[config.mk]
export PLATFORM = sky130hd
export DESIGN_NAME = ide_decoder
export DESIGN_NICKNAME = d
export VERILOG_FILES = /design/src/common/ide_pkg.sv /design/src/core/ide_decoder.sv
export SDC_FILE = /design/constraint.sdc
export NUM_CORES = 1
export LEC_CHECK = 0
export BUFFER_PORTS_ARGS = -buffer_cell sky130_fd_sc_hd__buf_2
export CORE_MARGIN = 5
export CORE_UTILIZATION = 30
export DETAILED_ROUTE_END_ITERATION = 16
export PLACE_DENSITY = 0.43
export SYNTH_ARGS = -nofsm -noshare
export SYNTH_HDL_FRONTEND = slang
export SYNTH_SLANG_ARGS = --single-unit
[constraint.sdc]
create_clock -name mclk_in -period 6 [get_ports mclk_in]
set_clock_uncertainty 0.15 [all_clocks]
set_input_delay 0 -clock mclk_in [delete_from_list [all_inputs] [get_ports mclk_in]]
set_output_delay 0 -clock mclk_in [all_outputs]
set_load 0.005 [all_outputs]
[src/common/ide_pkg.sv]
// Package for the instruction decoder and effective-address generator
package ide_pkg;

  // ----------------------------------------
  // Operation classes
  // ----------------------------------------
  typedef enum logic [4:0] {
    IDE_OP_NONE = 5'h00,
    IDE_OP_ADD  = 5'h01,
    IDE_OP_ADC  = 5'h02,
    IDE_OP_SUB  = 5'h03,
    IDE_OP_SBB  = 5'h04,
    IDE_OP_INC  = 5'h05,
    IDE_OP_DEC  = 5'h06,
    IDE_OP_CMP  = 5'h07,
    IDE_OP_NEG  = 5'h08,
    IDE_OP_AAA  = 5'h09,
    IDE_OP_AAS  = 5'h0a,
    IDE_OP_DAA  = 5'h0b,
    IDE_OP_DAS  = 5'h0c,
    IDE_OP_MUL  = 5'h0d,
    IDE_OP_SEG  = 5'h0e
  } ide_op_t;

  typedef enum logic [2:0] {
    IDE_ST_OPC  = 3'b000,
    IDE_ST_MODRM = 3'b001,
    IDE_ST_DLO  = 3'b010,
    IDE_ST_DHI  = 3'b011,
    IDE_ST_ILO  = 3'b100,
    IDE_ST_IHI  = 3'b101
  } ide_state_t;

  // ----------------------------------------
  // Decoded instruction record
  // ----------------------------------------
  typedef struct packed {
    ide_op_t     op;
    logic        word;
    logic        reg_is_dst;
    logic        mem_operand;
    logic [2:0]  reg_num;
    logic [2:0]  rm_reg_num;
    logic [15:0] eff_addr;
    logic [1:0]  seg_sel;
    logic [15:0] imm;
    logic [5:0]  clk_min;
    logic [5:0]  clk_max;
  } ide_decode_t;

  typedef struct packed {
    logic [15:0] base_word_reg;
    logic [15:0] frame_base_reg;
    logic [15:0] src_index_reg;
    logic [15:0] dest_index_reg;
  } ide_addr_regs_t;

  // ----------------------------------------
  // Opcode patterns and fields
  // ----------------------------------------
  localparam logic [5:0] IDE_PAT_ADD_RM = 6'h00;
  localparam logic [5:0] IDE_PAT_ADC_RM = 6'h04;
  localparam logic [5:0] IDE_PAT_SUB_RM = 6'h0a;
  localparam logic [5:0] IDE_PAT_SBB_RM = 6'h06;
  localparam logic [5:0] IDE_PAT_GRP1   = 6'h20;
  localparam logic [6:0] IDE_PAT_ADD_AI = 7'h02;
  localparam logic [6:0] IDE_PAT_ADC_AI = 7'h0a;
  localparam logic [6:0] IDE_PAT_SUB_AI = 7'h16;
  localparam logic [6:0] IDE_PAT_SBB_AI = 7'h0e;
  localparam logic [6:0] IDE_PAT_CMP_AI = 7'h1e;
  localparam logic [6:0] IDE_PAT_CMP_RR = 7'h1c;
  localparam logic [6:0] IDE_PAT_CMP_MR = 7'h1d;
  localparam logic [6:0] IDE_PAT_GRP4   = 7'h7f;
  localparam logic [6:0] IDE_PAT_GRP3   = 7'h7b;
  localparam logic [4:0] IDE_PAT_INC_R  = 5'h08;
  localparam logic [4:0] IDE_PAT_DEC_R  = 5'h09;
  localparam logic [7:0] IDE_OPC_AAA    = 8'h37;
  localparam logic [7:0] IDE_OPC_AAS    = 8'h3f;
  localparam logic [7:0] IDE_OPC_DAA    = 8'h27;
  localparam logic [7:0] IDE_OPC_DAS    = 8'h2f;
  localparam logic [2:0] IDE_SEG_HI     = 3'h1;
  localparam logic [2:0] IDE_SEG_LO     = 3'h6;

  localparam logic [2:0] IDE_X_ADD = 3'h0;
  localparam logic [2:0] IDE_X_DEC = 3'h1;
  localparam logic [2:0] IDE_X_ADC = 3'h2;
  localparam logic [2:0] IDE_X_SBB = 3'h3;
  localparam logic [2:0] IDE_X_NEG = 3'h3;
  localparam logic [2:0] IDE_X_MUL = 3'h4;
  localparam logic [2:0] IDE_X_SUB = 3'h5;
  localparam logic [2:0] IDE_X_CMP = 3'h7;

  localparam logic [1:0] IDE_MOD_NODISP = 2'h0;
  localparam logic [1:0] IDE_MOD_DISP8  = 2'h1;
  localparam logic [1:0] IDE_MOD_DISP16 = 2'h2;
  localparam logic [1:0] IDE_MOD_REG    = 2'h3;
  localparam logic [2:0] IDE_RM_DIRECT  = 3'h6;

  // Segment select codes: extra, code, stack, data
  localparam logic [1:0] IDE_SEG_EXTRA = 2'h0;
  localparam logic [1:0] IDE_SEG_CODE  = 2'h1;
  localparam logic [1:0] IDE_SEG_STACK = 2'h2;
  localparam logic [1:0] IDE_SEG_DATA  = 2'h3;

  // ----------------------------------------
  // Clock counts
  // ----------------------------------------
  localparam logic [5:0] IDE_CLK_SEG     = 6'd2;
  localparam logic [5:0] IDE_CLK_RR      = 6'd3;
  localparam logic [5:0] IDE_CLK_RM_MEM  = 6'd10;
  localparam logic [5:0] IDE_CLK_IMM_REG = 6'd4;
  localparam logic [5:0] IDE_CLK_IMM_MEM = 6'd16;
  localparam logic [5:0] IDE_CLK_ACC_W   = 6'd4;
  localparam logic [5:0] IDE_CLK_INC_MEM = 6'd15;
  localparam logic [5:0] IDE_CLK_AAA     = 6'd8;
  localparam logic [5:0] IDE_CLK_AAS     = 6'd7;
  localparam logic [5:0] IDE_CLK_DAX     = 6'd4;
  localparam logic [5:0] IDE_CLK_MUL_RB  = 6'd26;
  localparam logic [5:0] IDE_CLK_MUL_RW  = 6'd35;
  localparam logic [5:0] IDE_CLK_MUL_MB  = 6'd32;
  localparam logic [5:0] IDE_CLK_MUL_MW  = 6'd41;
  localparam logic [5:0] IDE_CLK_MUL_SPAN = 6'd2;
  localparam logic [5:0] IDE_CLK_MEM_SLIP = 6'd2;
  localparam logic [5:0] IDE_CLK_EA       = 6'd4;

endpackage

[src/core/ide_decoder.sv]
// Instruction decoder and effective-address generator fed from the prefetch queue
`timescale 1ns/1ps
`default_nettype none
// Function
// - Add: 000000dw 3/10, 100000sw field 000 4/16, 0000010w 3/4.
// - Add with carry: 000100dw 3/10, 100000sw field 010 4/16, 0001010w 3/4.
// - Subtract: 100000sw field 101 4/16, 0010110w 3/4, reg/mem 3/10.
// - Subtract with borrow: 100000sw field 011 4/16, 0001110w 3/4.
// - Increment: 1111111w field 000 3/15, or 01000rrr in 3 clocks.
// - Decrement: 1111111w field 001 3/15, or 01001rrr in 3 clocks.
// - Compare immediate: 100000sw field 111 3/10, 0011110w 3/4.
// - Compare reg/mem forms 0011100w and 0011101w, 3/10 clocks.
// - Negate: 1111011w field 011, 3 register or 10 memory.
// - ASCII adjust add 00110111 8 clocks, subtract 00111111 7 clocks.
// - Decimal adjust 00100111 and 00101111, 4 clocks each.
// - Multiply 1111011w field 100: 26-28, 35-37, 32-34, 41-43 clocks.
// - Segment prefix 001ss110 selects a segment, 2 clocks.
// - Addressing form 11 makes operand-select a register number.
// - Form 00: no displacement, except select 110 takes a direct address.
// - Form 01: one displacement byte sign-extended to 16 bits.
// - Form 10: low then high displacement byte, 16-bit offset.
// - Operand-select picks base/frame and index register sums plus displacement.
// - Displacement bytes follow the second byte, ahead of immediate data.
// - Address computation takes 4 clocks, included in listed counts.
// - Memory instructions may take one or two clocks beyond minimum.
// - Jump and call counts include fetching the next opcode.
// - Register numbers map to word or byte registers by the size bit.
// - Frame-pointer addressed operands default to the stack segment.
// - String destinations use the extra segment, no override.
module ide_decoder
  import ide_pkg::*;
(
  input  wire logic                    mclk_in,
  input  wire logic                    rst_b_in,
  input  wire logic                    q_valid_in,
  input  wire logic [7:0]              q_byte_in,
  input  wire ide_pkg::ide_addr_regs_t addr_regs_in,
  input  wire logic                    string_dst_in,
  output logic                         q_ready_out,
  output logic                         dec_valid_out,
  output ide_pkg::ide_decode_t         dec_out,
  output logic                         dec_illegal_out
);
  import ide_pkg::*;

  // ----------------------------------------
  // Helpers
  // ----------------------------------------
  function automatic logic [15:0] sext8(input logic [7:0] b);
    sext8 = {{8{b[7]}}, b};
  endfunction

  // Register or memory clock pair selection
  function automatic logic [5:0] pick(input logic mem, input logic [5:0] r,
                                      input logic [5:0] m);
    pick = mem ? m : r;
  endfunction

  // ----------------------------------------
  // State
  // ----------------------------------------
  ide_state_t  state_reg, state_next;
  logic [7:0]  opc_reg;
  logic [7:0]  modrm_reg;
  logic [15:0] disp_reg;
  logic [15:0] imm_reg;
  logic [1:0]  seg_ovr_reg;
  logic        seg_ovr_vld_reg;
  logic        need_modrm, need_imm, imm_two, illegal;
  ide_op_t     op_d;
  logic        take;

  assign q_ready_out = 1'b1;
  assign take        = q_valid_in;

  // Opcode-level decode of the first byte
  always_comb begin
    logic [7:0] b;
    b          = (state_reg == IDE_ST_OPC) ? q_byte_in : opc_reg;
    op_d       = IDE_OP_NONE;
    need_modrm = 1'b0;
    need_imm   = 1'b0;
    imm_two    = 1'b0;
    illegal    = 1'b0;
    if (b[7:2] == IDE_PAT_ADD_RM) begin op_d = IDE_OP_ADD; need_modrm = 1'b1; end
    else if (b[7:2] == IDE_PAT_ADC_RM) begin op_d = IDE_OP_ADC; need_modrm = 1'b1; end
    else if (b[7:2] == IDE_PAT_SUB_RM) begin op_d = IDE_OP_SUB; need_modrm = 1'b1; end
    else if (b[7:2] == IDE_PAT_SBB_RM) begin op_d = IDE_OP_SBB; need_modrm = 1'b1; end
    else if (b[7:1] == IDE_PAT_CMP_RR || b[7:1] == IDE_PAT_CMP_MR) begin
      op_d = IDE_OP_CMP;
      need_modrm = 1'b1;
    end
    else if (b[7:2] == IDE_PAT_GRP1) begin
      need_modrm = 1'b1;
      need_imm   = 1'b1;
      imm_two    = (b[1:0] == 2'b01);
    end
    else if (b[7:1] == IDE_PAT_GRP4 || b[7:1] == IDE_PAT_GRP3) begin
      need_modrm = 1'b1;
    end
    else if (b[7:1] == IDE_PAT_ADD_AI) begin op_d = IDE_OP_ADD; need_imm = 1'b1; imm_two = b[0]; end
    else if (b[7:1] == IDE_PAT_ADC_AI) begin op_d = IDE_OP_ADC; need_imm = 1'b1; imm_two = b[0]; end
    else if (b[7:1] == IDE_PAT_SUB_AI) begin op_d = IDE_OP_SUB; need_imm = 1'b1; imm_two = b[0]; end
    else if (b[7:1] == IDE_PAT_SBB_AI) begin op_d = IDE_OP_SBB; need_imm = 1'b1; imm_two = b[0]; end
    else if (b[7:1] == IDE_PAT_CMP_AI) begin op_d = IDE_OP_CMP; need_imm = 1'b1; imm_two = b[0]; end
    else if (b[7:3] == IDE_PAT_INC_R) op_d = IDE_OP_INC;
    else if (b[7:3] == IDE_PAT_DEC_R) op_d = IDE_OP_DEC;
    else if (b == IDE_OPC_AAA) op_d = IDE_OP_AAA;
    else if (b == IDE_OPC_AAS) op_d = IDE_OP_AAS;
    else if (b == IDE_OPC_DAA) op_d = IDE_OP_DAA;
    else if (b == IDE_OPC_DAS) op_d = IDE_OP_DAS;
    else if (b[7:5] == IDE_SEG_HI && b[2:0] == IDE_SEG_LO) op_d = IDE_OP_SEG;
    else illegal = 1'b1; // Jumps and calls are not decoded
  end

  // Second-byte field and displacement length
  logic [1:0] mod_f;
  logic [2:0] xf, rm_f;
  logic       dlo_need, dhi_need;
  logic [7:0] mb;
  assign mb       = (state_reg == IDE_ST_MODRM) ? q_byte_in : modrm_reg;
  assign mod_f    = mb[7:6];
  assign xf       = mb[5:3];
  assign rm_f     = mb[2:0];
  // Displacement bytes precede any immediate bytes
  assign dlo_need = (mod_f == IDE_MOD_DISP8) || (mod_f == IDE_MOD_DISP16) ||
                    (mod_f == IDE_MOD_NODISP && rm_f == IDE_RM_DIRECT);
  assign dhi_need = (mod_f == IDE_MOD_DISP16) ||
                    (mod_f == IDE_MOD_NODISP && rm_f == IDE_RM_DIRECT);

  // ----------------------------------------
  // Sequencer
  // ----------------------------------------
  logic done;
  always_comb begin
    state_next = state_reg;
    done       = 1'b0;
    if (take) begin
      case (state_reg)
        IDE_ST_OPC: begin
          if (op_d == IDE_OP_SEG || illegal) state_next = IDE_ST_OPC;
          else if (need_modrm) state_next = IDE_ST_MODRM;
          else if (need_imm) state_next = IDE_ST_ILO;
          else done = 1'b1;
        end
        IDE_ST_MODRM: begin
          if (dlo_need) state_next = IDE_ST_DLO;
          else if (need_imm) state_next = IDE_ST_ILO;
          else begin state_next = IDE_ST_OPC; done = 1'b1; end
        end
        IDE_ST_DLO: begin
          if (dhi_need) state_next = IDE_ST_DHI;
          else if (need_imm) state_next = IDE_ST_ILO;
          else begin state_next = IDE_ST_OPC; done = 1'b1; end
        end
        IDE_ST_DHI: begin
          if (need_imm) state_next = IDE_ST_ILO;
          else begin state_next = IDE_ST_OPC; done = 1'b1; end
        end
        IDE_ST_ILO: begin
          if (imm_two) state_next = IDE_ST_IHI;
          else begin state_next = IDE_ST_OPC; done = 1'b1; end
        end
        IDE_ST_IHI: begin state_next = IDE_ST_OPC; done = 1'b1; end
        default: state_next = IDE_ST_OPC;
      endcase
    end
  end

  always_ff @(posedge mclk_in or negedge rst_b_in) begin
    if (!rst_b_in) state_reg <= IDE_ST_OPC;
    else state_reg <= state_next;
  end

  // Captured bytes
  always_ff @(posedge mclk_in or negedge rst_b_in) begin
    if (!rst_b_in) begin
      opc_reg   <= 8'h00;
      modrm_reg <= 8'h00;
      disp_reg  <= 16'h0000;
      imm_reg   <= 16'h0000;
    end else if (take) begin
      case (state_reg)
        IDE_ST_OPC: begin
          opc_reg   <= q_byte_in;
          modrm_reg <= 8'h00;
          disp_reg  <= 16'h0000;
          imm_reg   <= 16'h0000;
        end
        IDE_ST_MODRM: modrm_reg <= q_byte_in;
        IDE_ST_DLO:   disp_reg <= sext8(q_byte_in);
        IDE_ST_DHI:   disp_reg <= {q_byte_in, disp_reg[7:0]};
        IDE_ST_ILO: begin
          // Narrow immediate is sign-extended for sw=11 only; unsigned bytes stay zero-extended
          if (opc_reg[7:2] == IDE_PAT_GRP1 && opc_reg[1:0] == 2'b11) imm_reg <= sext8(q_byte_in);
          else imm_reg <= {8'h00, q_byte_in};
        end
        IDE_ST_IHI:   imm_reg <= {q_byte_in, imm_reg[7:0]};
        default:      imm_reg <= imm_reg;
      endcase
    end
  end

  // Segment override latch: consumed by the instruction that follows it
  always_ff @(posedge mclk_in or negedge rst_b_in) begin
    if (!rst_b_in) begin
      seg_ovr_reg     <= IDE_SEG_DATA;
      seg_ovr_vld_reg <= 1'b0;
    end else if (take && state_reg == IDE_ST_OPC && op_d == IDE_OP_SEG) begin
      seg_ovr_reg     <= q_byte_in[4:3];
      seg_ovr_vld_reg <= 1'b1;
    end else if (done) begin
      seg_ovr_vld_reg <= 1'b0;
    end
  end

  // ----------------------------------------
  // Final decode, computed on the last byte
  // ----------------------------------------
  ide_decode_t fin;
  always_comb begin
    logic        one_byte;
    logic        mem;
    logic [15:0] disp;
    logic [7:0]  ob;
    one_byte = (state_reg == IDE_ST_OPC);
    ob       = one_byte ? q_byte_in : opc_reg;
    mem      = need_modrm && (mod_f != IDE_MOD_REG);
    disp     = disp_reg;
    fin      = '0;
    fin.op   = op_d;
    fin.word = ob[0];
    fin.reg_is_dst = ob[1];
    fin.mem_operand = mem;
    fin.reg_num     = xf;
    fin.rm_reg_num  = rm_f;
    // Fully formed displacement at the moment of completion
    if (state_reg == IDE_ST_DLO) disp = sext8(q_byte_in);
    else if (state_reg == IDE_ST_DHI) disp = {q_byte_in, disp_reg[7:0]};
    case (rm_f)
      3'h0: fin.eff_addr = addr_regs_in.base_word_reg + addr_regs_in.src_index_reg + disp;
      3'h1: fin.eff_addr = addr_regs_in.base_word_reg + addr_regs_in.dest_index_reg + disp;
      3'h2: fin.eff_addr = addr_regs_in.frame_base_reg + addr_regs_in.src_index_reg + disp;
      3'h3: fin.eff_addr = addr_regs_in.frame_base_reg + addr_regs_in.dest_index_reg + disp;
      3'h4: fin.eff_addr = addr_regs_in.src_index_reg + disp;
      3'h5: fin.eff_addr = addr_regs_in.dest_index_reg + disp;
      3'h6: fin.eff_addr = (mod_f == IDE_MOD_NODISP) ? disp
                           : addr_regs_in.frame_base_reg + disp;
      default: fin.eff_addr = addr_regs_in.base_word_reg + disp;
    endcase
    if (!mem) fin.eff_addr = 16'h0000;
    // Segment: string destination fixed, override next, frame defaults to stack
    if (string_dst_in) fin.seg_sel = IDE_SEG_EXTRA;
    else if (seg_ovr_vld_reg) fin.seg_sel = seg_ovr_reg;
    else if (mem && (rm_f == 3'h2 || rm_f == 3'h3 ||
             (rm_f == 3'h6 && mod_f != IDE_MOD_NODISP))) fin.seg_sel = IDE_SEG_STACK;
    else fin.seg_sel = IDE_SEG_DATA;
    if (state_reg == IDE_ST_ILO) fin.imm = (ob[7:2] == IDE_PAT_GRP1 && ob[1:0] == 2'b11)
                                           ? sext8(q_byte_in) : {8'h00, q_byte_in};
    else if (state_reg == IDE_ST_IHI) fin.imm = {q_byte_in, imm_reg[7:0]};
    else fin.imm = imm_reg;
    // Listed counts already include the address computation time
    fin.clk_min = IDE_CLK_RR;
    if (ob[7:2] == IDE_PAT_GRP1) begin
      if (xf == IDE_X_CMP) fin.clk_min = pick(mem, IDE_CLK_RR, IDE_CLK_RM_MEM);
      else fin.clk_min = pick(mem, IDE_CLK_IMM_REG, IDE_CLK_IMM_MEM);
      case (xf)
        IDE_X_ADD: fin.op = IDE_OP_ADD;
        IDE_X_ADC: fin.op = IDE_OP_ADC;
        IDE_X_SUB: fin.op = IDE_OP_SUB;
        IDE_X_SBB: fin.op = IDE_OP_SBB;
        IDE_X_CMP: fin.op = IDE_OP_CMP;
        default:   fin.op = IDE_OP_NONE;
      endcase
    end else if (ob[7:1] == IDE_PAT_GRP4) begin
      fin.clk_min = pick(mem, IDE_CLK_RR, IDE_CLK_INC_MEM);
      if (xf == IDE_X_ADD) fin.op = IDE_OP_INC;
      else if (xf == IDE_X_DEC) fin.op = IDE_OP_DEC;
      else fin.op = IDE_OP_NONE;
    end else if (ob[7:1] == IDE_PAT_GRP3) begin
      if (xf == IDE_X_NEG) begin
        fin.op = IDE_OP_NEG;
        fin.clk_min = pick(mem, IDE_CLK_RR, IDE_CLK_RM_MEM);
      end else if (xf == IDE_X_MUL) begin
        fin.op = IDE_OP_MUL;
        fin.clk_min = mem ? (ob[0] ? IDE_CLK_MUL_MW : IDE_CLK_MUL_MB)
                          : (ob[0] ? IDE_CLK_MUL_RW : IDE_CLK_MUL_RB);
      end else fin.op = IDE_OP_NONE;
    end else if (need_modrm) fin.clk_min = pick(mem, IDE_CLK_RR, IDE_CLK_RM_MEM);
    else if (need_imm) fin.clk_min = ob[0] ? IDE_CLK_ACC_W : IDE_CLK_RR;
    else begin
      case (op_d)
        IDE_OP_AAA: fin.clk_min = IDE_CLK_AAA;
        IDE_OP_AAS: fin.clk_min = IDE_CLK_AAS;
        IDE_OP_DAA, IDE_OP_DAS: fin.clk_min = IDE_CLK_DAX;
        default: fin.clk_min = IDE_CLK_RR;
      endcase
      fin.reg_num = ob[2:0];
      fin.word    = 1'b1;
    end
    // Queue handshake slack on memory forms; multiply carries its own span
    if (fin.op == IDE_OP_MUL) fin.clk_max = fin.clk_min + IDE_CLK_MUL_SPAN;
    else if (mem) fin.clk_max = fin.clk_min + IDE_CLK_MEM_SLIP;
    else fin.clk_max = fin.clk_min;
  end

  // ----------------------------------------
  // Outputs from flip-flops
  // ----------------------------------------
  always_ff @(posedge mclk_in or negedge rst_b_in) begin
    if (!rst_b_in) begin
      dec_valid_out   <= 1'b0;
      dec_out         <= '0;
      dec_illegal_out <= 1'b0;
    end else begin
      dec_valid_out   <= done || (take && state_reg == IDE_ST_OPC && op_d == IDE_OP_SEG);
      dec_illegal_out <= take && state_reg == IDE_ST_OPC && illegal;
      if (done) dec_out <= fin;
      else if (take && state_reg == IDE_ST_OPC && op_d == IDE_OP_SEG) begin
        dec_out         <= '0;
        dec_out.op      <= IDE_OP_SEG;
        dec_out.seg_sel <= q_byte_in[4:3];
        dec_out.clk_min <= IDE_CLK_SEG;
        dec_out.clk_max <= IDE_CLK_SEG;
      end
    end
  end

  // ----------------------------------------
  // Checks
  // ----------------------------------------
  property p_seg_clk;
    @(posedge mclk_in) disable iff (!rst_b_in)
    dec_valid_out && dec_out.op == IDE_OP_SEG |-> dec_out.clk_min == 6'd2;
  endproperty
  a_seg_clk: assert property (p_seg_clk) else $error("prefix clocks wrong");

  property p_aaa;
    @(posedge mclk_in) disable iff (!rst_b_in)
    take && state_reg == IDE_ST_OPC && q_byte_in == 8'h37 |=> dec_valid_out && dec_out.clk_min == 6'd8;
  endproperty
  a_aaa: assert property (p_aaa) else $error("ascii adjust add wrong");

  property p_daa;
    @(posedge mclk_in) disable iff (!rst_b_in)
    take && state_reg == IDE_ST_OPC && (q_byte_in == 8'h27 || q_byte_in == 8'h2f)
    |=> dec_out.clk_min == 6'd4;
  endproperty
  a_daa: assert property (p_daa) else $error("decimal adjust wrong");

  property p_mul_span;
    @(posedge mclk_in) disable iff (!rst_b_in)
    dec_valid_out && dec_out.op == IDE_OP_MUL |-> dec_out.clk_max == dec_out.clk_min + 6'd2
      && dec_out.clk_min >= 6'd26;
  endproperty
  a_mul_span: assert property (p_mul_span) else $error("multiply span wrong");

  property p_reg_no_ea;
    @(posedge mclk_in) disable iff (!rst_b_in)
    take && state_reg == IDE_ST_MODRM && q_byte_in[7:6] == 2'b11 |-> state_next != IDE_ST_DLO;
  endproperty
  a_reg_no_ea: assert property (p_reg_no_ea) else $error("register form fetched disp");

  property p_disp8;
    @(posedge mclk_in) disable iff (!rst_b_in)
    take && state_reg == IDE_ST_DLO && modrm_reg[7:6] == 2'b01 |=> state_reg != IDE_ST_DHI
      && disp_reg == {{8{$past(q_byte_in[7])}}, $past(q_byte_in)};
  endproperty
  a_disp8: assert property (p_disp8) else $error("short displacement wrong");

  property p_disp16;
    @(posedge mclk_in) disable iff (!rst_b_in)
    take && state_reg == IDE_ST_DLO && modrm_reg[7:6] == 2'b10 |=> state_reg == IDE_ST_DHI;
  endproperty
  a_disp16: assert property (p_disp16) else $error("long displacement wrong");

  property p_imm_two;
    @(posedge mclk_in) disable iff (!rst_b_in)
    take && state_reg == IDE_ST_ILO && opc_reg[7:2] == 6'h20 |=>
      (state_reg == IDE_ST_IHI) == ($past(opc_reg[1:0]) == 2'b01);
  endproperty
  a_imm_two: assert property (p_imm_two) else $error("immediate length wrong");

  property p_string_seg;
    @(posedge mclk_in) disable iff (!rst_b_in)
    done && string_dst_in |=> dec_out.seg_sel == 2'h0;
  endproperty
  a_string_seg: assert property (p_string_seg) else $error("string segment wrong");

endmodule
`default_nettype wire

Word-level counts from Yosys, hierarchy flattened:

Index checks and enable logic that the tools add are counted.

* register bits after elaboration: 116
* bits in latches: 0
* memory bits (writable): 0
* memory bits (read-only): 0
* input bits: 76
* output and inout port bits: 63
* word-level logic and storage cells: 269
* memories kept: 0

* add/sub/neg operators: 13
* $mul: 0
* divide/modulo/power cells: 0
* magnitude comparators: 0
* equal/unequal tests: 52
* shifts and indexed selects: 0
* multiplexer cells: 142
* bitwise logic cells: 2
* reductions and logical operators: 38

Operators by type and width (count)
* $add 16x16->16: 12
* $mux 16: 8
* $mux 60: 2
* $pmux 16 s7: 1
* $mux 4: 24
* $pmux 16 s3: 2
* $mux 6: 11
* $mux 1: 65
* $mux 3: 15
* $eq 5x4->1 const B: 8
* $eq 8x6->1 const B: 4
* $pmux 3 s5: 2
* $eq 7x5->1 const B: 4
* $eq 3x3->1 const B: 9
* $mux 5: 5
* $eq 3x2->1 const B: 6
* $mux 8: 2
* $pmux 8 s2: 1
* $eq 7x4->1 const B: 2
* $eq 7x7->1 const B: 2
* $eq 3x1->1 const B: 4
* $eq 6x3->1 const B: 2
* $eq 6x6->1 const B: 2
* $pmux 4 s3: 1
* 20 further kinds: 53

Depth between registers and ports, before layout:

Gate-level depths: netlist (run 1).

* word-level depth: 35
* depth in mapped cells: 21

Least setup slack after synthesis (run 1):

Ideal clock, no wire load.

* path kind: register to register
* from: register state_reg[2]
* to: register dec_out[45] in the netlist's numbering
* setup time: 0.122 ns
* arrival: 4.492 ns
* data required time: 5.728 ns
* setup slack: 1.236 ns
* stages on the path, launching flop included: 19
* period minus slack after synthesis: 4.764 ns
* cells stage by stage: dfrtp_1 > buf_2 > nand2b_1 > buf_2 > nor2_1 > mux2i_1 > inv_1 > fa_1 > ha_1 > fa_1 > a211oi_1 > o21a_1 > or3_1 > a31oi_1 > a31oi_1 > xnor2_1 > a221oi_1 > nand4_1 > a32o_1

* cells in the longest elaborated chain, start to end: 29

RTL lines
* from (decl): line ide_decoder.sv:62 `ide_state_t state_reg, state_next;`
* from (signal assigned): line ide_decoder.sv:172 `else state_reg <= state_next;`
* $logic_not 3->1: line ide_decoder.sv:79, ide_decoder.sv:139, ide_decoder.sv:319
* $mux 8
* $eq 3x1->1 or $eq 3x3->1 (tied branches): line ide_decoder.sv:112 `else if (b[7:5] == IDE_SEG_HI && b[2:0] == IDE_SEG_LO) op_d = IDE_OP_SEG;`
* $logic_and 1x1->1: line ide_decoder.sv:112
* $mux 4: line ide_decoder.sv:112
* $mux 4: line ide_decoder.sv:111 `else if (b == IDE_OPC_DAS) op_d = IDE_OP_DAS;`
* $mux 4: line ide_decoder.sv:110 `else if (b == IDE_OPC_DAA) op_d = IDE_OP_DAA;`
* $mux 4: line ide_decoder.sv:109 `else if (b == IDE_OPC_AAS) op_d = IDE_OP_AAS;`
* [... 13 more ...]
* $mux 4: line ide_decoder.sv:86 `else if (b[7:2] == IDE_PAT_ADC_RM) begin op_d = IDE_OP_ADC; need_modrm = 1'b1; end`
* $mux 4: line ide_decoder.sv:85 `if (b[7:2] == IDE_PAT_ADD_RM) begin op_d = IDE_OP_ADD; need_modrm = 1'b1; end`
* $eq 5x4->1: line ide_decoder.sv:141, ide_decoder.sv:319
* $logic_or 1x1->1: line ide_decoder.sv:141 `if (op_d == IDE_OP_SEG || illegal) state_next = IDE_ST_OPC;`
* $mux 1: line ide_decoder.sv:141
* $pmux 1 s6: line ide_decoder.sv:139 `case (state_reg)`
* $mux 1: line ide_decoder.sv:138 `if (take) begin`
* $mux 60 or $reduce_bool 2->1 (tied branches)
* to (signal assigned): line ide_decoder.sv:318 `if (done) dec_out <= fin;`
* to (decl): line ide_decoder.sv:41 `output ide_pkg::ide_decode_t dec_out,`

Several ways; a longest one is shown, not always the timed one.
A chain may end at the register's enable or synchronous reset.

Worst setup path in the final report (run 1):

Ends and elaborated chain as after synthesis.

==> results of run 1 <==
==> worst max-delay path, stage by stage (launching register included) <==
cell                       delay, ps
sky130_fd_sc_hd__dfrtp_1         370
sky130_fd_sc_hd__nand2b_1        160
sky130_fd_sc_hd__nor2_1          360
sky130_fd_sc_hd__mux2i_1         410
sky130_fd_sc_hd__inv_1           300
sky130_fd_sc_hd__fa_1            500
sky130_fd_sc_hd__ha_1            250
sky130_fd_sc_hd__fa_1            490
sky130_fd_sc_hd__a211oi_1        380
sky130_fd_sc_hd__o21ai_0         310
sky130_fd_sc_hd__a211oi_1        370
sky130_fd_sc_hd__o41ai_1         160
sky130_fd_sc_hd__xnor2_1         170
sky130_fd_sc_hd__nor2_1           50
sky130_fd_sc_hd__a21oi_1         240
sky130_fd_sc_hd__nand4_1         140
sky130_fd_sc_hd__a32o_1          270
==> placed cells by master, fill, tap and decap left out, types with 43 or more instances in the layout <==
| cell | netlist | routed |
|---|---|---|
| sky130_fd_sc_hd__buf_2 | 16 | 135 |
| sky130_fd_sc_hd__ha_1 | 91 | 91 |
| sky130_fd_sc_hd__nand3_1 | 49 | 49 |
| sky130_fd_sc_hd__o21ai_0 | 126 | 126 |
| sky130_fd_sc_hd__dfrtp_1 | 112 | 112 |
| sky130_fd_sc_hd__nand2_1 | 161 | 161 |
| sky130_fd_sc_hd__a21oi_1 | 127 | 127 |
| sky130_fd_sc_hd__xnor2_1 | 51 | 51 |
| sky130_fd_sc_hd__fa_1 | 66 | 66 |
| sky130_fd_sc_hd__nor3_1 | 43 | 43 |
| sky130_fd_sc_hd__a21o_1 | 46 | 46 |
| sky130_fd_sc_hd__nor2_1 | 98 | 98 |
==> area by class of cell <==
class,instances,share of cell area (%)
sequential,114,20.0
clock inverter,10,1.02
inverter,29,0.764
clock buffer,22,3.47
timing repair buffer,169,6.76
multi-input combinational,1228,63.3
tap,532,4.67
==> final timing paths <==
path                       cells after the start     endpoint  slack, ps              from
min reg2reg                                    1  dec_out[20]        320       dec_out[20]
min in group mclk_in                           5  dec_out[43]        100  addr_regs_in[45]
max in group asynchronous                      3  dec_out[24]       4340          rst_b_in
max reg2reg                                   16  dec_out[45]        830      state_reg[2]
max                                           16  dec_out[45]        830      state_reg[2]
min                                            2   opc_reg[5]         30          rst_b_in
==> logic make-up after synthesis <==
| kind of cell | count (synthesis) |
|---|---|
| DFF | 114 |
| muxes | 70 |
| xor gates and xnor gates | 83 |
| other | 2 |
| adders and majority gates | 157 |
| buffers and inverters | 99 |
| and+or+nand+nor | 453 |
| AOI/OAI and AO/OA | 463 |
==> power by group <==
group,switching (mW),internal [mW]
Combinational,2.56,1.66
Sequential,0.186,1.03
Clock,0.395,0.712
Total,3.14,3.40
==> repair_timing <==
action,4_1_cts,5_1_grt
hold endpoints to repair,86,0
setup endpoints to repair,0,0
hold buffers,13,0
==> routing by layer <==
layer,share of wire (%),GRT usage [%]
met1,47,27.7
met2,48,33.2
met3,3.4,2.04
met4,1.6,4.30
met5,0,0
==> per-stage QoR <==
step	setup WS (ps)	utilization [%]	instance area (um^2)	instances	total power, mW
final	825	35.0	14200	2104	6.54
after global placement	862	33.1	13500	2059	5.44
after detailed placement	788	33.1	13500	2059	5.45
after CTS	762	35.0	14200	2104	6.60
after floorplan	1240	-	12300	1441	4.15
after global routing	491	35.0	14200	2104	7.12
==> results.md, run 1 <==
Clock tree:
- The clock slew seen by the registers of the worst setup and hold paths is 60 ps.
- The clock net in this run drives a total of 114 sinks.
- The post-cts gate resize count is 0.
- The number of H-tree levels is 4.
- The clock tree from TritonCTS is built.
- The clock passes through at most 2 buffers.
- The clock latency at the later pin of the worst-skew pair is 430 ps.
- Buffers inserted during clock tree synthesis total 17.
- Buffers added to address setup during post-CTS repair amount to 0.
- The root buffer cell is sky130_fd_sc_hd__clkbuf_16.

Synthesis:
- The count of flip-flops with a built-in enable after synthesis is 0.
- The share of the synthesized area in compound gates (AO/OA/AOI/OAI) is 23.5%.
- Counting flops with an async set or reset pin after synthesis yields a share of 100%.
- Sorting the synthesized cells by how often they occur yields sky130_fd_sc_hd__nand2_1 (161), sky130_fd_sc_hd__a21oi_1 (127), sky130_fd_sc_hd__o21ai_0 (126).
- In the synthesized netlist, mux cells make up 6.44% of the area.
- The simple-gate share of the synthesized area is 17.2%.
- After synthesis, flip-flops and latches occupy 23.2% of the total area.
- The number of library cell types mapped by synthesis is 82.
- Summing the areas of all fa, ha and maj instances in the mapped netlist gives 20.0% of the synthesized area.
- Of the total synthesized cell area, the portion taken by XOR and XNOR cells is 5.90%.
- The number of synthesized register bits is 114.
- The share of Yosys cell area claimed by the top area cell type is 22.7%.
- Of all cell types, the one taking the most synthesized area is sky130_fd_sc_hd__dfrtp_1.
- The average size of a mapped cell is 8.55 um^2.
- The leading register cell type out of synthesis is sky130_fd_sc_hd__dfrtp_1.
- Yosys printed 0 warnings.
- After synthesis, the largest family of logic cells by area is compound AO/OA/AOI/OAI gates.
- The most common cell in the synthesized netlist is sky130_fd_sc_hd__nand2_1.
- Sorting the synthesized cells by area gives the leading types as sky130_fd_sc_hd__dfrtp_1 (23%), sky130_fd_sc_hd__fa_1 (11%), sky130_fd_sc_hd__ha_1 (9.2%).
- After technology mapping, the gate count stands at 1,441.
- Synthesis produced a netlist with a net count of 1,674.
- The cell area after synthesis is 12,300 um^2.

Placement:
- The number of buffers added on ports is 136.
- The final HPWL from detailed placement is 35.5 mm.
- The routability congestion estimate from global placement is 0.864.

Global routing:
- Entering global routing, the biggest net connects 68 pins.
- The first global-routing pass estimated 69.0 mm of wire.
- The number of antenna violations at the first check in global routing is 0.
- The number of global-route vias before repair is 11,600.
- The remaining global-route overflow is 0.
- The combined global-route utilization of all metal layers is 19.7%.

Floorplan:
- The starting density of the core is 30.3%.
- Measured along the x axis, the die boundary spans 213 um.
- The die area is 45,200 um^2.
- In this run the vertical extent of the chip is 213 um.
- The core area is 40,700 um^2.
- The cell row count is 74.
- The count of boundary I/O pins is 139.

Layout:
- The number of flip-flops under the largest register name is 58.
- From synthesis to final layout, the design area changed by 15.6%.
- Summing all flip-flop and latch instances after layout gives 2860 um^2.
- The area of combinational cells with multiple inputs is 9020 um^2.
- For this run, the post-layout net count is 1,792.
- In the final layout, the share of cells above drive strength 1 is 15.5%.
- The number of antenna diodes is 0.
- The count of fill cells added during filler insertion is 4,324.

STA:
- Across all hold checks on the routed design, the worst slack comes to 29.8 ps.
- For the pin with the worst max-slew slack, the measured transition is 1090 ps.
- Dividing the final minimum period by the clock period gives 86.2%.
- Subtracting the final worst setup slack from the clock period gives 5170 ps.
- The number of max-slew violations in the final report is 0.
- The hold violation count in the final report was 0.
- The final total negative setup slack is 0 ps.
- The worst pin sits at a relative slew slack of 27.1%.
- The final setup violation count is 0.
- Setup repair after global routing left no endpoint under its margin.
- Timing would allow up to 193 MHz.

Critical path:
- Data arrives at the worst endpoint at 5350 ps.
- The worst-path maximum fanout is 7.
- The worst setup path is captured at a flip-flop.
- The required time of the critical path is 6170 ps.
- The worst setup path is launched from a flip-flop.
- The category of the most critical setup path is reg2reg.

Power:
- Across the VDD grid, the largest voltage drop is 0.141 mV.
- The power per standard cell area is 459 nW/um^2.
- The total leakage power is 6.72 nW.

Detailed routing:
- The post-detailed-route via-to-cell ratio is 5.40.
- The count of routing violations after the opening detailed-route iteration is 736.
- Dividing the detail-routed wire length by the instance count gives 21.1 um.
- The routed design has 44.5 mm of wire.
- The first-pass iteration count of the detailed router is 5.
- The vias after detailed routing is 11,400.
- The residual antenna-violating net count after detailed routing is 0.
- The total DRC errors in the routed layout is 0.

Worst hold path:
- The kind of path behind the tightest hold check is in2async.

Flow run:
- The number of maximum-capacitance constraint violations is 0.

Status:
- The run finished with clean final reports.
Note: power is estimated with default switching activity, not from simulation.
==> run 2, diff against run 1 <==
--- a/config.mk
+++ b/config.mk
@@ -5,6 +5,7 @@
 export SDC_FILE = /design/constraint.sdc
 export NUM_CORES = 1
 export LEC_CHECK = 0
+export ABC_AREA = 1
 export BUFFER_PORTS_ARGS = -buffer_cell sky130_fd_sc_hd__buf_2
 export CORE_MARGIN = 5
 export CORE_UTILIZATION = 30
==> results.md, run 2 <==
Detailed routing:
- The count of routing violations after the opening detailed-route iteration was 1,331 (+81%).
- The total DRC errors in the routed layout came to 0 (unchanged).
- The routed wirelength normalized by instance count came to 19.7 um (-6.6%).
- The first-pass iteration count of the detailed router is 7 (+2).
- The vias after detailed routing is 12,800 (+12%).
- The post-detailed-routing wire length is 49.3 mm (+11%).
- The residual antenna-violating net count after detailed routing was 0 (unchanged).
- The post-detailed-route via-to-cell ratio is 5.11 (-5.3%).

Critical path:
- The worst-path maximum fanout is 17 (+10).
- The worst reg-to-reg setup slack is 800 ps (-30 ps).
- The kind of cell with the highest combined delay along the critical path is simple AND/OR/NAND/NOR gates.
- The critical path's largest stage delay is 490 ps (about the same).
- The depth of the worst register-to-register path is 22 (+6).
- The worst register-to-register path begins at state_reg[2].
- STA classifies the critical path startpoint as a flip-flop.
- Following the worst setup path forward leads to its endpoint at dec_out[42].
- The category of the most critical setup path is reg2reg.
- The signal arrival time at the worst endpoint came to 5360 ps (about the same).
- The logic depth of the worst path, buffers included was 22 (+6).
- The buffer and inverter count on the worst path is 4 (+3).
- Walking the worst path, the cells encountered are nor2_1 -> clkinv_1 -> buf_4 -> nor2_1 -> inv_1 -> o21ai_0 -> a21oi_1 -> inv_1 -> fa_1 -> ha_1 -> nand2_1 -> nor3_1 -> nand3_1 -> nand3_1 -> nand2_1 -> nand2_1 -> a21oi_1 -> or2_2 -> nand3_1 -> nand2_1 -> o21ai_0 -> o21ai_1.
- The most numerous cell type found on the critical path is sky130_fd_sc_hd__nand2_1.
- STA classifies the critical path endpoint as a flip-flop.
- In this run the critical register-to-register path is captured at dec_out[42].
- The required time of the critical path was 6160 ps (about the same).
- The source of the critical timing path is state_reg[2].
- The slowest stage of the critical path is the sky130_fd_sc_hd__fa_1 cell.

STA:
- The hold violation count in the final report is 0 (unchanged).
- The actual slew at the worst max-slew pin is 1140 ps (+53.5 ps).
- The tightest slew margin relative to the limit is 23.8% (-3.3 points).
- The maximum operating frequency is 192 MHz (-0.54%).
- The final total negative setup slack was 0 ps (unchanged).
- The final setup violation count is 0 (unchanged).
- The number of max-slew violations in the final report was 0 (unchanged).
- The final critical-path required period came to 5200 ps (+28.3 ps).
- Setup repair after global routing left no endpoint under its margin.
- The period utilization was 86.7% (+0.47 points).
- The post-route worst setup slack is 797 ps (-28.3 ps).

Layout:
- From synthesis to final layout, the design area changed by 16.2%.
- The number of nets at the end of the flow is 2,186 (+22%).
- The top cell types in the final layout, fill and taps aside, are sky130_fd_sc_hd__nand2_1 (507), sky130_fd_sc_hd__a21oi_1 (189), sky130_fd_sc_hd__inv_1 (166).
- Leaving out fill and tap cells, the most frequent cell in the layout is sky130_fd_sc_hd__nand2_1.
- The final core utilization is 35.4% (+0.47 points).
- The number of flip-flops under the largest register name is 58 (unchanged).
- The fraction of final layout cells with drive strength greater than 1 is 12.2% (-3.3 points).

Clock tree:
- The number of clock sinks seen by CTS is 114 (unchanged).
- The clock tree from TritonCTS is built.
- The clock latency at the later pin of the worst-skew pair is 420 ps (about the same).
- The clock slew seen by the registers of the worst setup and hold paths is 60 ps (about the same).
- The maximum root-to-sink buffer count is 2 (unchanged).
- The tree is rooted in a sky130_fd_sc_hd__clkbuf_16.
- The number of buffers inserted during clock tree synthesis is 17 (unchanged).
- The buffers inserted during post-CTS setup optimization came to 0 (unchanged).
- The number of H-tree levels is 4 (unchanged).

Global routing:
- The maximum number of pins on one net before global-route repair was 66 (-2.9%).
- The wire length of the first global-routing pass is 75.3 mm (+9.2%).
- The number of global-route vias before repair is 12,100 (+4.3%).
- The remaining global-route overflow is 0 (unchanged).
- The number of antenna violations at the first check in global routing came to 1 (+1).
- The combined global-route utilization of all metal layers is 21.0% (+1.3 points).

Synthesis:
- The synthesized netlist cell count was 1,806 (+25%).
- The synthesis warning total came to 0 (unchanged).
- The number of synthesized register bits came to 114 (unchanged).
- The share of Yosys cell area claimed by the top area cell type was 22.4% (-0.33 points).
- The net count of the mapped netlist is 2,039 (+22%).
- The top cell type by total area after synthesis is sky130_fd_sc_hd__dfrtp_1.
- The sequential fraction of the synthesis area is 22.8% (-0.34 points).
- The count of flip-flops with a built-in enable after synthesis is 0 (unchanged).
- Yosys attributes the largest share of cell area to sky130_fd_sc_hd__dfrtp_1 (22%), sky130_fd_sc_hd__nand2_1 (15%), sky130_fd_sc_hd__fa_1 (11%).
- The most frequently used cell type in the post-synthesis netlist is sky130_fd_sc_hd__nand2_1.
- The async set-or-reset flop fraction in the synthesized netlist is 100% (unchanged).
- The cell area after synthesis is 12,500 um^2 (+1.5%).
- Counting instances in the post-synthesis netlist gives the leading cell types as sky130_fd_sc_hd__nand2_1 (507), sky130_fd_sc_hd__a21oi_1 (189), sky130_fd_sc_hd__inv_1 (166).
- The number of library cell types mapped by synthesis is 56 (-32%).
- The average size of a mapped cell is 6.93 um^2 (-19%).
- The leading register cell type out of synthesis is sky130_fd_sc_hd__dfrtp_1.

Floorplan:
- The count of boundary I/O pins was 139 (unchanged).
- The horizontal die dimension is 214 um (+0.70%).
- The die area came to 45,900 um^2 (+1.4%).
- The starting density of the core is 30.5% (+0.24 points).
- The core area was 41,000 um^2 (+0.68%).
- The cell row count is 74 (unchanged).
- The die boundary height is 214 um (+0.70%).

Placement:
- The final HPWL from detailed placement is 41.0 mm (+15%).
- The routability congestion estimate from global placement is 0.937 (+8.5%).
- The worst setup slack before clock tree synthesis was 835 ps (+47.0 ps).
- The number of buffers added on ports is 136 (unchanged).

Status:
- The flow ran to the end, and the final reports show no timing, DRC or antenna violations.

Power:
- The power per standard cell area is 446 nW/um^2 (-2.8%).
- The peak ir drop on the vdd network is 0.178 mV (+26%).
- The total leakage power is 7.29 nW (+8.4%).

Flow run:
- The number of maximum-capacitance constraint violations was 0 (unchanged).

Worst hold path:
- The worst hold path belongs to the class in2async.
[run 2: cell count changes after synthesis, moves of 17 or more]
cell | before | now
sky130_fd_sc_hd__nor3_1 | 43 | 26
sky130_fd_sc_hd__mux2i_1 | 39 | 0
sky130_fd_sc_hd__mux2_2 | 24 | 3
sky130_fd_sc_hd__xnor2_1 | 51 | 13
sky130_fd_sc_hd__o21ai_1 | 5 | 22
sky130_fd_sc_hd__a211oi_1 | 24 | 3
sky130_fd_sc_hd__nand3_1 | 49 | 105
sky130_fd_sc_hd__nor2_1 | 98 | 154
sky130_fd_sc_hd__nand2_1 | 161 | 507
sky130_fd_sc_hd__inv_1 | 27 | 166
sky130_fd_sc_hd__a21o_1 | 46 | 5
sky130_fd_sc_hd__a21oi_1 | 127 | 189
[run 2: logic make-up (layout without fill, tap and decap cells)]
family                   Yosys count  in the layout  synth area share [%]
adder cells (fa/ha/maj)          157            157                  19.7
flip-flops                       114            114                  22.8
multiplexers                       3              3                 0.270
buffers and inverters            217            377                  7.14
AND/OR/NAND/NOR                  852            852                  28.8
other                              2              3                0.0600
XOR/XNOR                          37             37                  2.59
AO/OA/AOI/OAI                    424            424                  18.7
[run 2: timing repair]
item | CTS | global route
hold endpoints to repair | 112 | 0
gates resized for setup | 0 | 0
hold buffers | 13 | 0
setup endpoints to repair | 0 | 0
[run 2: final cells by class]
type / instances / area, um^2
fillers: 4477 / 26500
multi-input cells: 1475 / 8760
flip-flops and latches: 114 / 2860
repair buffers: 165 / 933
inverters: 180 / 681
well taps: 532 / 666
clock buffers: 18 / 439
clock inverters: 14 / 200
diodes: 1 / 2.50
[run 2: worst register-to-register path: cells and delay by family (launching register included)]
kind	cells	cell delay, ps
flip-flops	1	450
AND/OR/NAND/NOR	11	2220
buffers and inverters	4	740
adder cells (fa/ha/maj)	2	890
AO/OA/AOI/OAI	5	650
[run 2: power breakdown]
group          leakage (nW)  switching (mW)  total (mW)  internal, mW
logic                  5.48            2.89        4.27          1.38
registers              1.51           0.125        1.10         0.979
clock network         0.304           0.407        1.12         0.712
total                  7.29            3.42        6.49          3.07
[run 2: metrics by stage]
step	cell area, um^2	power, mW	hold WS [ps]	cells
2_1_floorplan	12500	4.00	-446	1806
3_3_place_gp	13800	5.35	-58.3	2453
3_5_place_dp	13800	5.33	-60.8	2453
4_1_cts	14500	6.50	24.0	2498
5_1_grt	14500	7.09	75.5	2498
6_report	14500	6.49	13.3	2499
[run 2: worst min-delay path by stage]
stage                        start              end  slack [ps]  depth (start not counted)
after floorplan           rst_b_in  dec_illegal_out        -450                          0
after global placement    rst_b_in      dec_out[26]         -60                          1
after detailed placement  rst_b_in      dec_out[22]         -60                          1
after CTS                 rst_b_in      dec_out[26]          20                          2
after global routing      rst_b_in      dec_out[34]          80                          2
final                     rst_b_in      dec_out[26]          10                          2
[run 2: per-layer routing]
layer,wire [um],track usage [%]
met1,25600,33.5
met4,363,2.81
met2,20700,31.2
met5,0,0
met3,2640,2.46
